$ cat config.mk
export PLATFORM = sky130hd
export DESIGN_NAME = sfp_param_rom
export DESIGN_NICKNAME = d
export VERILOG_FILES = /design/src/sfp_pkg.sv /design/src/sfp_rom.sv /design/src/sfp_param_rom.sv
export VERILOG_INCLUDE_DIRS = /design/src /design/src/src
export SDC_FILE = /design/constraint.sdc
export NUM_CORES = 1
export LEC_CHECK = 0
export BUFFER_PORTS_ARGS = -buffer_cell sky130_fd_sc_hd__buf_2
export CORE_MARGIN = 1
export CORE_UTILIZATION = 35
export DETAILED_ROUTE_END_ITERATION = 7
export HOLD_SLACK_MARGIN = 0.15
export SLEW_MARGIN = 40
export SYNTH_ARGS = -nofsm -noshare
export SYNTH_HDL_FRONTEND = slang
export SYNTH_SLANG_ARGS = --single-unit
$ cat constraint.sdc
create_clock -name CLK -period 2.55 [get_ports CLK]
set_input_delay 0.51 -clock CLK [delete_from_list [all_inputs] [get_ports CLK]]
set_output_delay 0.51 -clock CLK [all_outputs]
set_load 0.005 [all_outputs]
$ cat src/sfp_regs.svh
// Opcodes, bit counts, table addresses and table byte values for the parameter store
`ifndef SFP_REGS_SVH
`define SFP_REGS_SVH

// ****************************************************************
// Link command and phase lengths
// ****************************************************************
`define SFP_OP_READ      8'h5a
`define SFP_CMD_LAST     5'h07
`define SFP_ADDR_LAST    5'h17
`define SFP_DUMMY_LAST   5'h07
`define SFP_BIT_ZERO     5'h00
`define SFP_BIT_ONE      5'h01
`define SFP_BYTE_MASK    5'h07
`define SFP_BYTE_START   3'h0
`define SFP_ADDR_STEP    24'h000001
`define SFP_ADDR_RESET   24'h000000
`define SFP_RX_RESET     24'h000000
`define SFP_TX_RESET     8'hff
`define SFP_FILL         8'hff

// ****************************************************************
// Table addresses
// ****************************************************************
`define SFP_A_BASE       24'h000030
`define SFP_A_ERASE4K    24'h000031
`define SFP_A_FEAT       24'h000032
`define SFP_A_PAD33      24'h000033
`define SFP_A_DENS0      24'h000034
`define SFP_A_DENS1      24'h000035
`define SFP_A_DENS2      24'h000036
`define SFP_A_DENS3      24'h000037
`define SFP_A_Q144_WM    24'h000038
`define SFP_A_Q144_OP    24'h000039
`define SFP_A_Q114_WM    24'h00003a
`define SFP_A_Q114_OP    24'h00003b
`define SFP_A_D112_WM    24'h00003c
`define SFP_A_D112_OP    24'h00003d
`define SFP_A_D122_WM    24'h00003e
`define SFP_A_D122_OP    24'h00003f
`define SFP_A_FEAT2      24'h000040
`define SFP_A_D222_WM    24'h000046
`define SFP_A_D222_OP    24'h000047
`define SFP_A_Q444_WM    24'h00004a
`define SFP_A_Q444_OP    24'h00004b
`define SFP_A_ST1_SIZE   24'h00004c
`define SFP_A_ST1_OP     24'h00004d
`define SFP_A_ST2_SIZE   24'h00004e
`define SFP_A_ST2_OP     24'h00004f
`define SFP_A_ST3_SIZE   24'h000050
`define SFP_A_ST3_OP     24'h000051
`define SFP_A_ST4_SIZE   24'h000052
`define SFP_A_ST4_OP     24'h000053

// ****************************************************************
// First byte fields
// ****************************************************************
`define SFP_ERASE_4K     2'h1
`define SFP_WR_GRAN      1'h1
`define SFP_VOL_STAT     1'h0
`define SFP_VWE_OPSEL    1'h0
`define SFP_B30_UNUSED   3'h7

// ****************************************************************
// Feature byte fields
// ****************************************************************
`define SFP_SUP_112      1'h1
`define SFP_ADDR_3B      2'h0
`define SFP_SUP_DTR      1'h0
`define SFP_SUP_122      1'h1
`define SFP_SUP_144      1'h1
`define SFP_SUP_114      1'h1
`define SFP_FEAT_UNUSED  1'h1
`define SFP_SUP_222      1'h0
`define SFP_SUP_444      1'h0
`define SFP_F2_UNUSED    3'h7

// ****************************************************************
// Fast read wait and mode fields, opcodes
// ****************************************************************
`define SFP_Q144_WAIT    5'h04
`define SFP_Q144_MODE    3'h2
`define SFP_Q144_OP      8'heb
`define SFP_Q114_WAIT    5'h08
`define SFP_Q114_MODE    3'h0
`define SFP_Q114_OP      8'h6b
`define SFP_D112_WAIT    5'h08
`define SFP_D112_MODE    3'h0
`define SFP_D112_OP      8'h3b
`define SFP_D122_WAIT    5'h02
`define SFP_D122_MODE    3'h2
`define SFP_D122_OP      8'hbb
`define SFP_NONE_WAIT    5'h00
`define SFP_NONE_MODE    3'h0
`define SFP_NONE_OP      8'hff

// ****************************************************************
// Sector types: size exponent and erase opcode
// ****************************************************************
`define SFP_ST1_SIZE     8'h0c
`define SFP_ST1_OP       8'h20
`define SFP_ST2_SIZE     8'h0f
`define SFP_ST2_OP       8'h52
`define SFP_ST3_SIZE     8'h10
`define SFP_ST3_OP       8'hd8
`define SFP_ST4_SIZE     8'h00
`define SFP_ST4_OP       8'hff

`endif

$ cat src/sfp_pkg.sv
// Types shared by the parameter store modules
package sfp_pkg;

  // ****************************************************************
  // Link phases
  // ****************************************************************
  typedef enum logic [2:0] {
    SFP_ST_CMD,
    SFP_ST_ADDR,
    SFP_ST_DUMMY,
    SFP_ST_DATA,
    SFP_ST_IGNORE
  } sfp_state_e;

  typedef logic [7:0]  sfp_byte_t;
  typedef logic [23:0] sfp_addr_t;

endpackage

$ cat src/sfp_rom.sv
// Fixed lookup of the basic flash parameter table bytes
`include "sfp_regs.svh"

module sfp_rom
  import sfp_pkg::*;
#(
  parameter logic [31:0] DENSITY = 32'hffff_ffff
)
(
  input  wire sfp_addr_t ADDR,
  output sfp_byte_t      DATA
);

  // ****************************************************************
  // Table contents, constant by construction
  // ****************************************************************

  // Byte select; everything off the table reads as fill
  always_comb
  begin
    unique case (ADDR)
      // RL2 RL3 RL4 RL5 RL6: first table byte
      `SFP_A_BASE:     DATA = {`SFP_B30_UNUSED, `SFP_VWE_OPSEL, `SFP_VOL_STAT,
                               `SFP_WR_GRAN, `SFP_ERASE_4K};
      `SFP_A_ERASE4K:  DATA = `SFP_ST1_OP;
      // RL7 RL8: address width, mode support
      `SFP_A_FEAT:     DATA = {`SFP_FEAT_UNUSED, `SFP_SUP_114, `SFP_SUP_144, `SFP_SUP_122,
                               `SFP_SUP_DTR, `SFP_ADDR_3B, `SFP_SUP_112};
      `SFP_A_DENS0:    DATA = DENSITY[7:0];
      `SFP_A_DENS1:    DATA = DENSITY[15:8];
      `SFP_A_DENS2:    DATA = DENSITY[23:16];
      `SFP_A_DENS3:    DATA = DENSITY[31:24];
      // RL9 RL10 RL11 RL12: fast read entries
      `SFP_A_Q144_WM:  DATA = {`SFP_Q144_MODE, `SFP_Q144_WAIT};
      `SFP_A_Q144_OP:  DATA = `SFP_Q144_OP;
      `SFP_A_Q114_WM:  DATA = {`SFP_Q114_MODE, `SFP_Q114_WAIT};
      `SFP_A_Q114_OP:  DATA = `SFP_Q114_OP;
      `SFP_A_D112_WM:  DATA = {`SFP_D112_MODE, `SFP_D112_WAIT};
      `SFP_A_D112_OP:  DATA = `SFP_D112_OP;
      `SFP_A_D122_WM:  DATA = {`SFP_D122_MODE, `SFP_D122_WAIT};
      `SFP_A_D122_OP:  DATA = `SFP_D122_OP;
      // RL13 RL14: unsupported wide modes
      `SFP_A_FEAT2:    DATA = {`SFP_F2_UNUSED, `SFP_SUP_444, `SFP_F2_UNUSED, `SFP_SUP_222};
      `SFP_A_D222_WM:  DATA = {`SFP_NONE_MODE, `SFP_NONE_WAIT};
      `SFP_A_D222_OP:  DATA = `SFP_NONE_OP;
      `SFP_A_Q444_WM:  DATA = {`SFP_NONE_MODE, `SFP_NONE_WAIT};
      `SFP_A_Q444_OP:  DATA = `SFP_NONE_OP;
      // RL15 RL16 RL17 RL18 RL19: sector types
      `SFP_A_ST1_SIZE: DATA = `SFP_ST1_SIZE;
      `SFP_A_ST1_OP:   DATA = `SFP_ST1_OP;
      `SFP_A_ST2_SIZE: DATA = `SFP_ST2_SIZE;
      `SFP_A_ST2_OP:   DATA = `SFP_ST2_OP;
      `SFP_A_ST3_SIZE: DATA = `SFP_ST3_SIZE;
      `SFP_A_ST3_OP:   DATA = `SFP_ST3_OP;
      `SFP_A_ST4_SIZE: DATA = `SFP_ST4_SIZE;
      `SFP_A_ST4_OP:   DATA = `SFP_ST4_OP;
      default:         DATA = `SFP_FILL;
    endcase
  end

endmodule

$ cat src/sfp_param_rom.sv
// Serial link slave that answers the parameter read command from the fixed table
`include "sfp_regs.svh"

// Function
// RL1: Read command 5AH returns bytes at address
// RL2: Table starts at byte address 30H
// RL3: First byte bits 1:0 read 01b
// RL4: First byte bit 2 reads one
// RL5: First byte bits 4:3 read 00b
// RL6: Bits 7:5 fixed, byte 30H reads E5H
// RL7: Address width field reads 00b
// RL8: Byte 32H reads F1H, no DTR
// RL9: Quad-I/O read: EBH, byte 38H 44H
// RL10: Quad-output read: 6BH, eight dummies, no mode
// RL11: Dual-output read: 3BH at 3DH
// RL12: Dual-I/O read: BBH, byte 3EH 42H
// RL13: Dual-dual-dual unsupported, byte 40H EEH
// RL14: Quad-quad-quad unsupported, 4BH reads FFH
// RL15: Sector size is power-of-two exponent
// RL16: Sector type 1: 4 KB, 20H
// RL17: Sector type 2: 32 KB, 52H
// RL18: Sector type 3: exponent 10H, D8H
// RL19: Sector type 4 absent: 00H, FFH
// RL20: Host reads zero wait as unsupported
// RL21: Host reads zero mode count as none
// RL22: Table bytes never change
module sfp_param_rom
  import sfp_pkg::*;
#(
  parameter logic [31:0] DENSITY = 32'hffff_ffff
)
(
  input  wire logic CLK,
  input  wire logic RST_N,
  input  wire logic CS_N,
  input  wire logic SCLK,
  input  wire logic SI,
  output logic      SO,
  output logic      SO_OE
);

  // ****************************************************************
  // Pin synchronisers
  // ****************************************************************
  logic       cs_m;
  logic       cs_s;
  logic       sclk_m;
  logic       sclk_s;
  logic       sclk_d;
  logic       si_m;
  logic       si_s;
  logic       rise;
  logic       fall;

  // Two stages per pin, one more on the clock for edges
  always_ff @(posedge CLK or negedge RST_N)
  begin
    if (!RST_N)
    begin
      cs_m   <= 1'b1;
      cs_s   <= 1'b1;
      sclk_m <= 1'b0;
      sclk_s <= 1'b0;
      sclk_d <= 1'b0;
      si_m   <= 1'b0;
      si_s   <= 1'b0;
    end
    else
    begin
      cs_m   <= CS_N;
      cs_s   <= cs_m;
      sclk_m <= SCLK;
      sclk_s <= sclk_m;
      sclk_d <= sclk_s;
      si_m   <= SI;
      si_s   <= si_m;
    end
  end

  // Edge pulses of the link clock
  assign rise = sclk_s & ~sclk_d;
  assign fall = ~sclk_s & sclk_d;

  // ****************************************************************
  // Command, address, dummy and data phases
  // ****************************************************************
  sfp_state_e state;
  sfp_state_e next_state;
  logic [4:0] bit_cnt;
  logic [4:0] next_bit_cnt;
  sfp_addr_t  rx;
  sfp_addr_t  next_rx;
  sfp_addr_t  rx_in;
  sfp_addr_t  addr;
  sfp_addr_t  next_addr;
  sfp_byte_t  tx;
  sfp_byte_t  next_tx;
  logic       so_oe;
  logic       next_so_oe;
  logic       ld_byte;
  sfp_byte_t  rom_byte;

  // Table lookup; no write path reaches it
  sfp_rom #(
    .DENSITY (DENSITY)
  ) u_rom (
    .ADDR (addr),
    .DATA (rom_byte)
  );

  assign rx_in   = {rx[22:0], si_s};
  assign ld_byte = fall & ~cs_s & (state == SFP_ST_DATA)
                 & (bit_cnt[2:0] == `SFP_BYTE_START);

  // Next phase, shift and output values
  always_comb
  begin
    next_state   = state;
    next_bit_cnt = bit_cnt;
    next_rx      = rx;
    next_addr    = addr;
    next_tx      = tx;
    next_so_oe   = so_oe;
    if (cs_s)
    begin
      next_state   = SFP_ST_CMD;
      next_bit_cnt = `SFP_BIT_ZERO;
      next_so_oe   = 1'b0;
    end
    else if (rise)
    begin
      unique case (state)
        SFP_ST_CMD:
        begin
          next_rx      = rx_in;
          next_bit_cnt = bit_cnt + `SFP_BIT_ONE;
          if (bit_cnt == `SFP_CMD_LAST)
          begin
            next_bit_cnt = `SFP_BIT_ZERO;
            // RL1: opcode decode
            next_state   = (rx_in[7:0] == `SFP_OP_READ) ? SFP_ST_ADDR : SFP_ST_IGNORE;
          end
        end
        SFP_ST_ADDR:
        begin
          next_rx      = rx_in;
          next_bit_cnt = bit_cnt + `SFP_BIT_ONE;
          if (bit_cnt == `SFP_ADDR_LAST)
          begin
            next_bit_cnt = `SFP_BIT_ZERO;
            next_addr    = rx_in;
            next_state   = SFP_ST_DUMMY;
          end
        end
        SFP_ST_DUMMY:
        begin
          next_bit_cnt = bit_cnt + `SFP_BIT_ONE;
          if (bit_cnt == `SFP_DUMMY_LAST)
          begin
            next_bit_cnt = `SFP_BIT_ZERO;
            next_state   = SFP_ST_DATA;
            next_so_oe   = 1'b1;
          end
        end
        SFP_ST_DATA,
        SFP_ST_IGNORE:
        begin
          next_state = state;
        end
      endcase
    end
    else if (fall && state == SFP_ST_DATA)
    begin
      // RL22: table byte loaded as stored
      if (ld_byte)
      begin
        next_tx   = rom_byte;
        next_addr = addr + `SFP_ADDR_STEP;
      end
      else
      begin
        next_tx = {tx[6:0], 1'b0};
      end
      next_bit_cnt = (bit_cnt + `SFP_BIT_ONE) & `SFP_BYTE_MASK;
    end
  end

  // Phase registers
  always_ff @(posedge CLK or negedge RST_N)
  begin
    if (!RST_N)
    begin
      state   <= SFP_ST_CMD;
      bit_cnt <= `SFP_BIT_ZERO;
      rx      <= `SFP_RX_RESET;
      addr    <= `SFP_ADDR_RESET;
      tx      <= `SFP_TX_RESET;
      so_oe   <= 1'b0;
    end
    else
    begin
      state   <= next_state;
      bit_cnt <= next_bit_cnt;
      rx      <= next_rx;
      addr    <= next_addr;
      tx      <= next_tx;
      so_oe   <= next_so_oe;
    end
  end

  assign SO    = tx[7];   // Most significant bit first
  assign SO_OE = so_oe;   // Driven only in the data phase
endmodule

# After elaboration in Yosys (flattened, before gate mapping)
# Memory sizes are Yosys's and may differ from the RTL's.
# Index checks and enable logic that the tools add are counted.
[totals]
regBits = 71
rom_bits = 1024
inputBits = 5
output_inout_bits = 2
word_cells = 82
mem_count = 1
[memory_table]
columns = ["name", "words", "word_bits", "read_ports", "rd_ports_with_merged_regs", "wr", "line_no", "text"]
rows = [
  ["(no name shown)", 128, 8, 1, 0, 0, "sfp_rom.sv:21", "unique case (ADDR)"],
]
[classes]
add_sub_neg = 2
n_eq_ne = 14
muxes = 24
bitwise_logic = 9
n_reduce_logical = 19
[ops]
columns = ["cell", "count"]
rows = [
  ["24-bit 2-to-1 mux", 5],
  ["5-bit 2-to-1 mux", 5],
  ["24-bit by 1-bit adder with 24-bit output, second input constant", 1],
  ["3-bit 2-to-1 mux", 6],
  ["17-bit logical NOT", 1],
  ["8-bit 2-to-1 mux", 2],
  ["5-bit one-hot mux with 2 select lines", 1],
  ["5-bit AND reduction", 2],
  ["2-bit nonzero test", 5],
  ["3-bit inequality test, second input constant", 3],
  ["3-bit one-hot mux with 3 select lines", 1],
  ["3-bit AND reduction", 3],
  ["8-bit by 7-bit == test with 1-bit output, second input constant", 1],
  ["3-bit by 2-bit == test with 1-bit output, second input constant", 2],
  ["3-bit logical NOT", 2],
  ["2-bit OR reduction", 3],
  ["5-bit by 1-bit adder with 5-bit output, second input constant", 1],
  ["1-bit bitwise AND", 5],
  ["5-bit by 3-bit == test with 1-bit output, second input constant", 1],
  ["5-bit == test, second input constant", 1],
  ["1-bit 2-to-1 mux", 4],
  ["2-bit by 1-bit inequality test with 1-bit output, second input constant", 2],
  ["4-bit by 3-bit inequality test with 1-bit output, second input constant", 1],
  ["1-bit inverter", 4],
  ["other kinds (6)", 6],
]

# Logic depth before layout (Yosys ltp)
[depth]
ltp_word = 8
ltp_mapped = 8
mapped_depth_nobuf = 8

# Modules after synthesis
# A second synthesis with hierarchy kept.
[hier_totals]
hier_cells = 442
area_unflattened_um2 = 4286.6
[by_module_without_submodules]
columns = ["module", "instances", "cells_each", "area_per_inst_um2", "seq_area_each_um2"]
rows = [
  ["sfp_param_rom", 1, 358, 3746.1, 1789.2],
  ["sfp_rom", 1, 84, 540.5, 0.0],
]

# Least setup slack after synthesis
# OpenSTA, ideal clock, no wires.
[synth_timing]
path_kind = "register to register"
startpoint = "register addr[0]"
endpoint = "register tx[6]"
setup_ns = 0.095
t_arrival_ns = 1.833
required_time_ns = 2.455
slack_ns = 0.622
stages_incl_launch_ff = 9
path_buffers = 1
period_less_slack_ns = 1.928
cell_sequence = "dfrtp_1 > buf_2 > inv_1 > ha_1 > nor2b_1 > o21a_1 > o21ai_0 > a2111oi_0 > o22ai_1"
[synth_between]
elab_chain_len = 3
[synth_rtl]
columns = ["element", "line_no", "text"]
rows = [
  ["from (decl)", "sfp_param_rom.sv:94", "sfp_addr_t addr;"],
  ["from (signal assigned)", "sfp_param_rom.sv:196", "addr <= `SFP_ADDR_RESET;"],
  ["from (signal assigned)", "sfp_param_rom.sv:205", "addr <= next_addr;"],
  ["memory read 128 x 8 bit", "n/a", ""],
  ["8-bit 2-to-1 mux", "sfp_rom.sv:21", ""],
  ["8-bit 2-to-1 mux", "sfp_param_rom.sv:175", "if (ld_byte)"],
  ["to (signal assigned)", "sfp_param_rom.sv:197", "tx <= `SFP_TX_RESET;"],
  ["to (signal assigned)", "sfp_param_rom.sv:206", "tx <= next_tx;"],
  ["to (decl)", "sfp_param_rom.sv:96", "sfp_byte_t tx;"],
]
# No other way between the ends.
# A chain may end at the register's enable or synchronous reset.

# Worst setup path after layout
[layout_timing]
startpoint = "register addr[1]"
endpoint = "register tx[1]"
# Same word-level chain as after synthesis.

==> impl_metrics.tcl <==
set metrics [dict create \
    drive_gt1_share_pct 21.4 \
    cts.sinks 71 \
    cts_buffers 9 \
    finalNonFillerCells 587 \
    setup_violations 0 \
    gp_congestion 0.907 \
    outcome "complete, no violations" \
    start_util_pct 36.1 \
    syn_area_um2 4160 \
    synth_top_flop_cell "dfrtp_1" \
    most-common-layout-cells "dfrtp_1 (61), nor2_1 (39), nand2_1 (38), a21oi_1 (34), mux2_2 (24)" \
    synth_largest_area_cell "dfrtp_1" \
    cpMostUsedCell "ha_1" \
    rsz0062_at_grt "no" \
    grt_pass1_wl_mm 16.2 \
    cts-root-buf "clkbuf_16" \
    startpoint_type "flop" \
    track_usage_pct 16.4 \
    seqPwrFrac_pct 46.6 \
    firstDrtPassIters 6 \
    leakage_nw 1.90 \
    final.setup.tns_ns 0 \
    peakVddDrop_mv 0.366 \
    vias 3370 \
    rrSetupSlack_ns 0.40 \
    drc_errors 0 \
    r2r-end "tx[1]$_DFFE_PN1P_" \
    worst_pin_slew_ns 0.513 \
    antenna_cells 0 \
    rows 39 \
    grt_antenna_before_repair 0 \
    clk_latency_ns 0.33 \
    grt_max_degree 44 \
    cp_top_family "compound AO/OA/AOI/OAI gates" \
    core_um2 11500 \
    async_flop_share_pct 100 \
    fmax_mhz 466 \
    wl_mm 9.47 \
    synth_cells 438 \
    place_inst 571 \
    worstReg2RegStart "addr[1]$_DFFE_PN0P_" \
    cp.arrival_ns 2.38 \
    synth-edff-count 0 \
    crit_type "reg2reg" \
    critical_path_buf_inv_count 1 \
    netSwitchingFraction_pct 22.5 \
    p_sw_mw 0.609 \
    cts-hold-fix-buffers 0 \
    internal-power_mw 2.10 \
    cts.clk_slew.worst_paths_ns 0.06 \
    power_frac_clock_pct 46.5 \
    vias_per_cell 5.74 \
    relSlewSlack_pct 65.6 \
    avgSynthCellArea_um2 9.50 \
    gr-total-overflow 0 \
    synth_seq_cells 71 \
    min_path_type "in2async" \
    cp.required_ns 2.79 \
    io-pin-count 7 \
    period_share_pct 84.1 \
    drv_slew 0 \
    synth_area_leaders "dfrtp_1 (37%), mux2_2 (6.5%), dfstp_2 (6.3%)" \
    hold_viol_final 0 \
    yosys_warnings 0 \
    synth_seq_area_share_pct 43.0 \
    wl_per_cell_um 16.1 \
    synth_cell_types 69 \
    maxCapViolCount 0 \
    final_nets 453 \
    syn_to_final_growth_pct 11.8 \
    power_frac_comb_pct 6.8 \
    die_area_um2 12300 \
    mostFrequentLayoutCell "dfrtp_1" \
    grt_pass1_vias 3109 \
    clk_path_buf_depth 2 \
    cts-htree-levels 3 \
    postCtsSetupRepairBufs 0 \
    post_cts_resized 0 \
    path_cells "ha_1 > inv_1 > ha_1 > nor2b_1 > o21ai_0 > o22ai_1 > a221oi_1" \
    dp_hpwl_mm 6.42 \
    cts_tree "built" \
    drtIter0Drc 313 \
    worstSetupEndpointType "flop" \
    cp_max_fo 11 \
    portBuffers 6 \
    antenna_left 0 \
    critical-path-slowest-cell "dfrtp_1" \
    die_w_um 111 \
    powerDensity_nw_per_um2 582 \
    r2r_cells 7 \
    synth_top_area_share_pct 36.7 \
    skew_ns 0.00711 \
    die_h_um 111 \
    min_period_ns 2.15 \
    synth_fp_nets 452 \
    crit_path_max_incr_delay_ns 0.58 \
]
## kinds of logic after synthesis
kind of cell,count (synthesis),share of synthesized area [%]
AND/OR/NAND/NOR,157,19.7
AO/OA/AOI/OAI,127,21.9
flip-flops,71,43.0
buffers and inverters,45,4.99
multiplexers,28,7.45
adder cells (fa/ha/maj),9,2.71
XOR/XNOR,1,0.210
## power by group through the flow
stage                     combinational (mW)  sequential, mW  clock [mW]
after floorplan                        0.137            1.26           0
after detailed placement               0.189            1.28           0
final                                  0.185            1.26        1.26
after global placement                 0.185            1.28           0
after global routing                   0.206            1.27        1.35
after CTS                              0.189            1.26        1.29
## Yosys cell counts (8+ instances only)
master,instances
dfrtp_1,61
nor2_1,39
nand2_1,38
a21oi_1,34
mux2_2,24
o21ai_0,18
o22ai_1,16
nand3_1,14
inv_1,13
nor3_1,13
buf_2,12
clkbuf_1,12
dfstp_2,10
nand4_1,10
ha_1,9
nor2b_1,8
## stage by stage
step                power (mW)  worst slack (ns)  util [%]  instance area [um2]  hold slack (ns)
global placement          1.46             0.457      37.8                 4350            0.336
CTS                       2.74             0.424      40.4                 4650            0.157
detailed placement        1.47             0.437      37.8                 4350            0.340
floorplan                 1.39             0.622         -                 4160            0.214
global route              2.83             0.254      40.4                 4650            0.178
finish                    2.71             0.405      40.4                 4650            0.143
## sequential cells by signal, summed over array words and instances, names as in the netlist, 3 cells and up
name,cells
tx,8
rx,23
addr,24
bit_cnt,5
state,3
## how the worst max path moves through the flow
stage | startpoint | endpoint | cells past startpoint
2_1_floorplan | addr[0]$_DFFE_PN0P_ | tx[6]$_DFFE_PN1P_ | 8
3_3_place_gp | addr[1]$_DFFE_PN0P_ | tx[1]$_DFFE_PN1P_ | 7
3_5_place_dp | addr[1]$_DFFE_PN0P_ | tx[1]$_DFFE_PN1P_ | 7
4_1_cts | addr[1]$_DFFE_PN0P_ | tx[1]$_DFFE_PN1P_ | 7
5_1_grt | addr[1]$_DFFE_PN0P_ | tx[6]$_DFFE_PN1P_ | 6
6_report | addr[1]$_DFFE_PN0P_ | tx[1]$_DFFE_PN1P_ | 7
## metal layers
| metal | global-route usage [%] | share of wire (%) |
|---|---|---|
| met1 | 24.5 | 49 |
| met2 | 23.0 | 45 |
| met3 | 3.28 | 4.5 |
| met4 | 6.22 | 1.7 |
| met5 | 0 | 0 |
## cell type report
class	count	area, um2
Inverter	13	48.8
Sequential cell	71	1790
Tap cell	143	179
Multi-Input combinational cell	322	2170
Timing Repair Buffer	22	165
Clock inverter	3	42.5
Fill cell	1127	6860
Clock buffer	13	260
## worst reg2reg max path, delay by kind of cell, from the launching register on
family	cells	cell delay [ns]
AO/OA/AOI/OAI	3	0.80
flip-flops	1	0.58
adder cells (fa/ha/maj)	2	0.46
AND/OR/NAND/NOR	1	0.15
buffers and inverters	1	0.07
No activity file was read; power rests on OpenSTA's default activity.
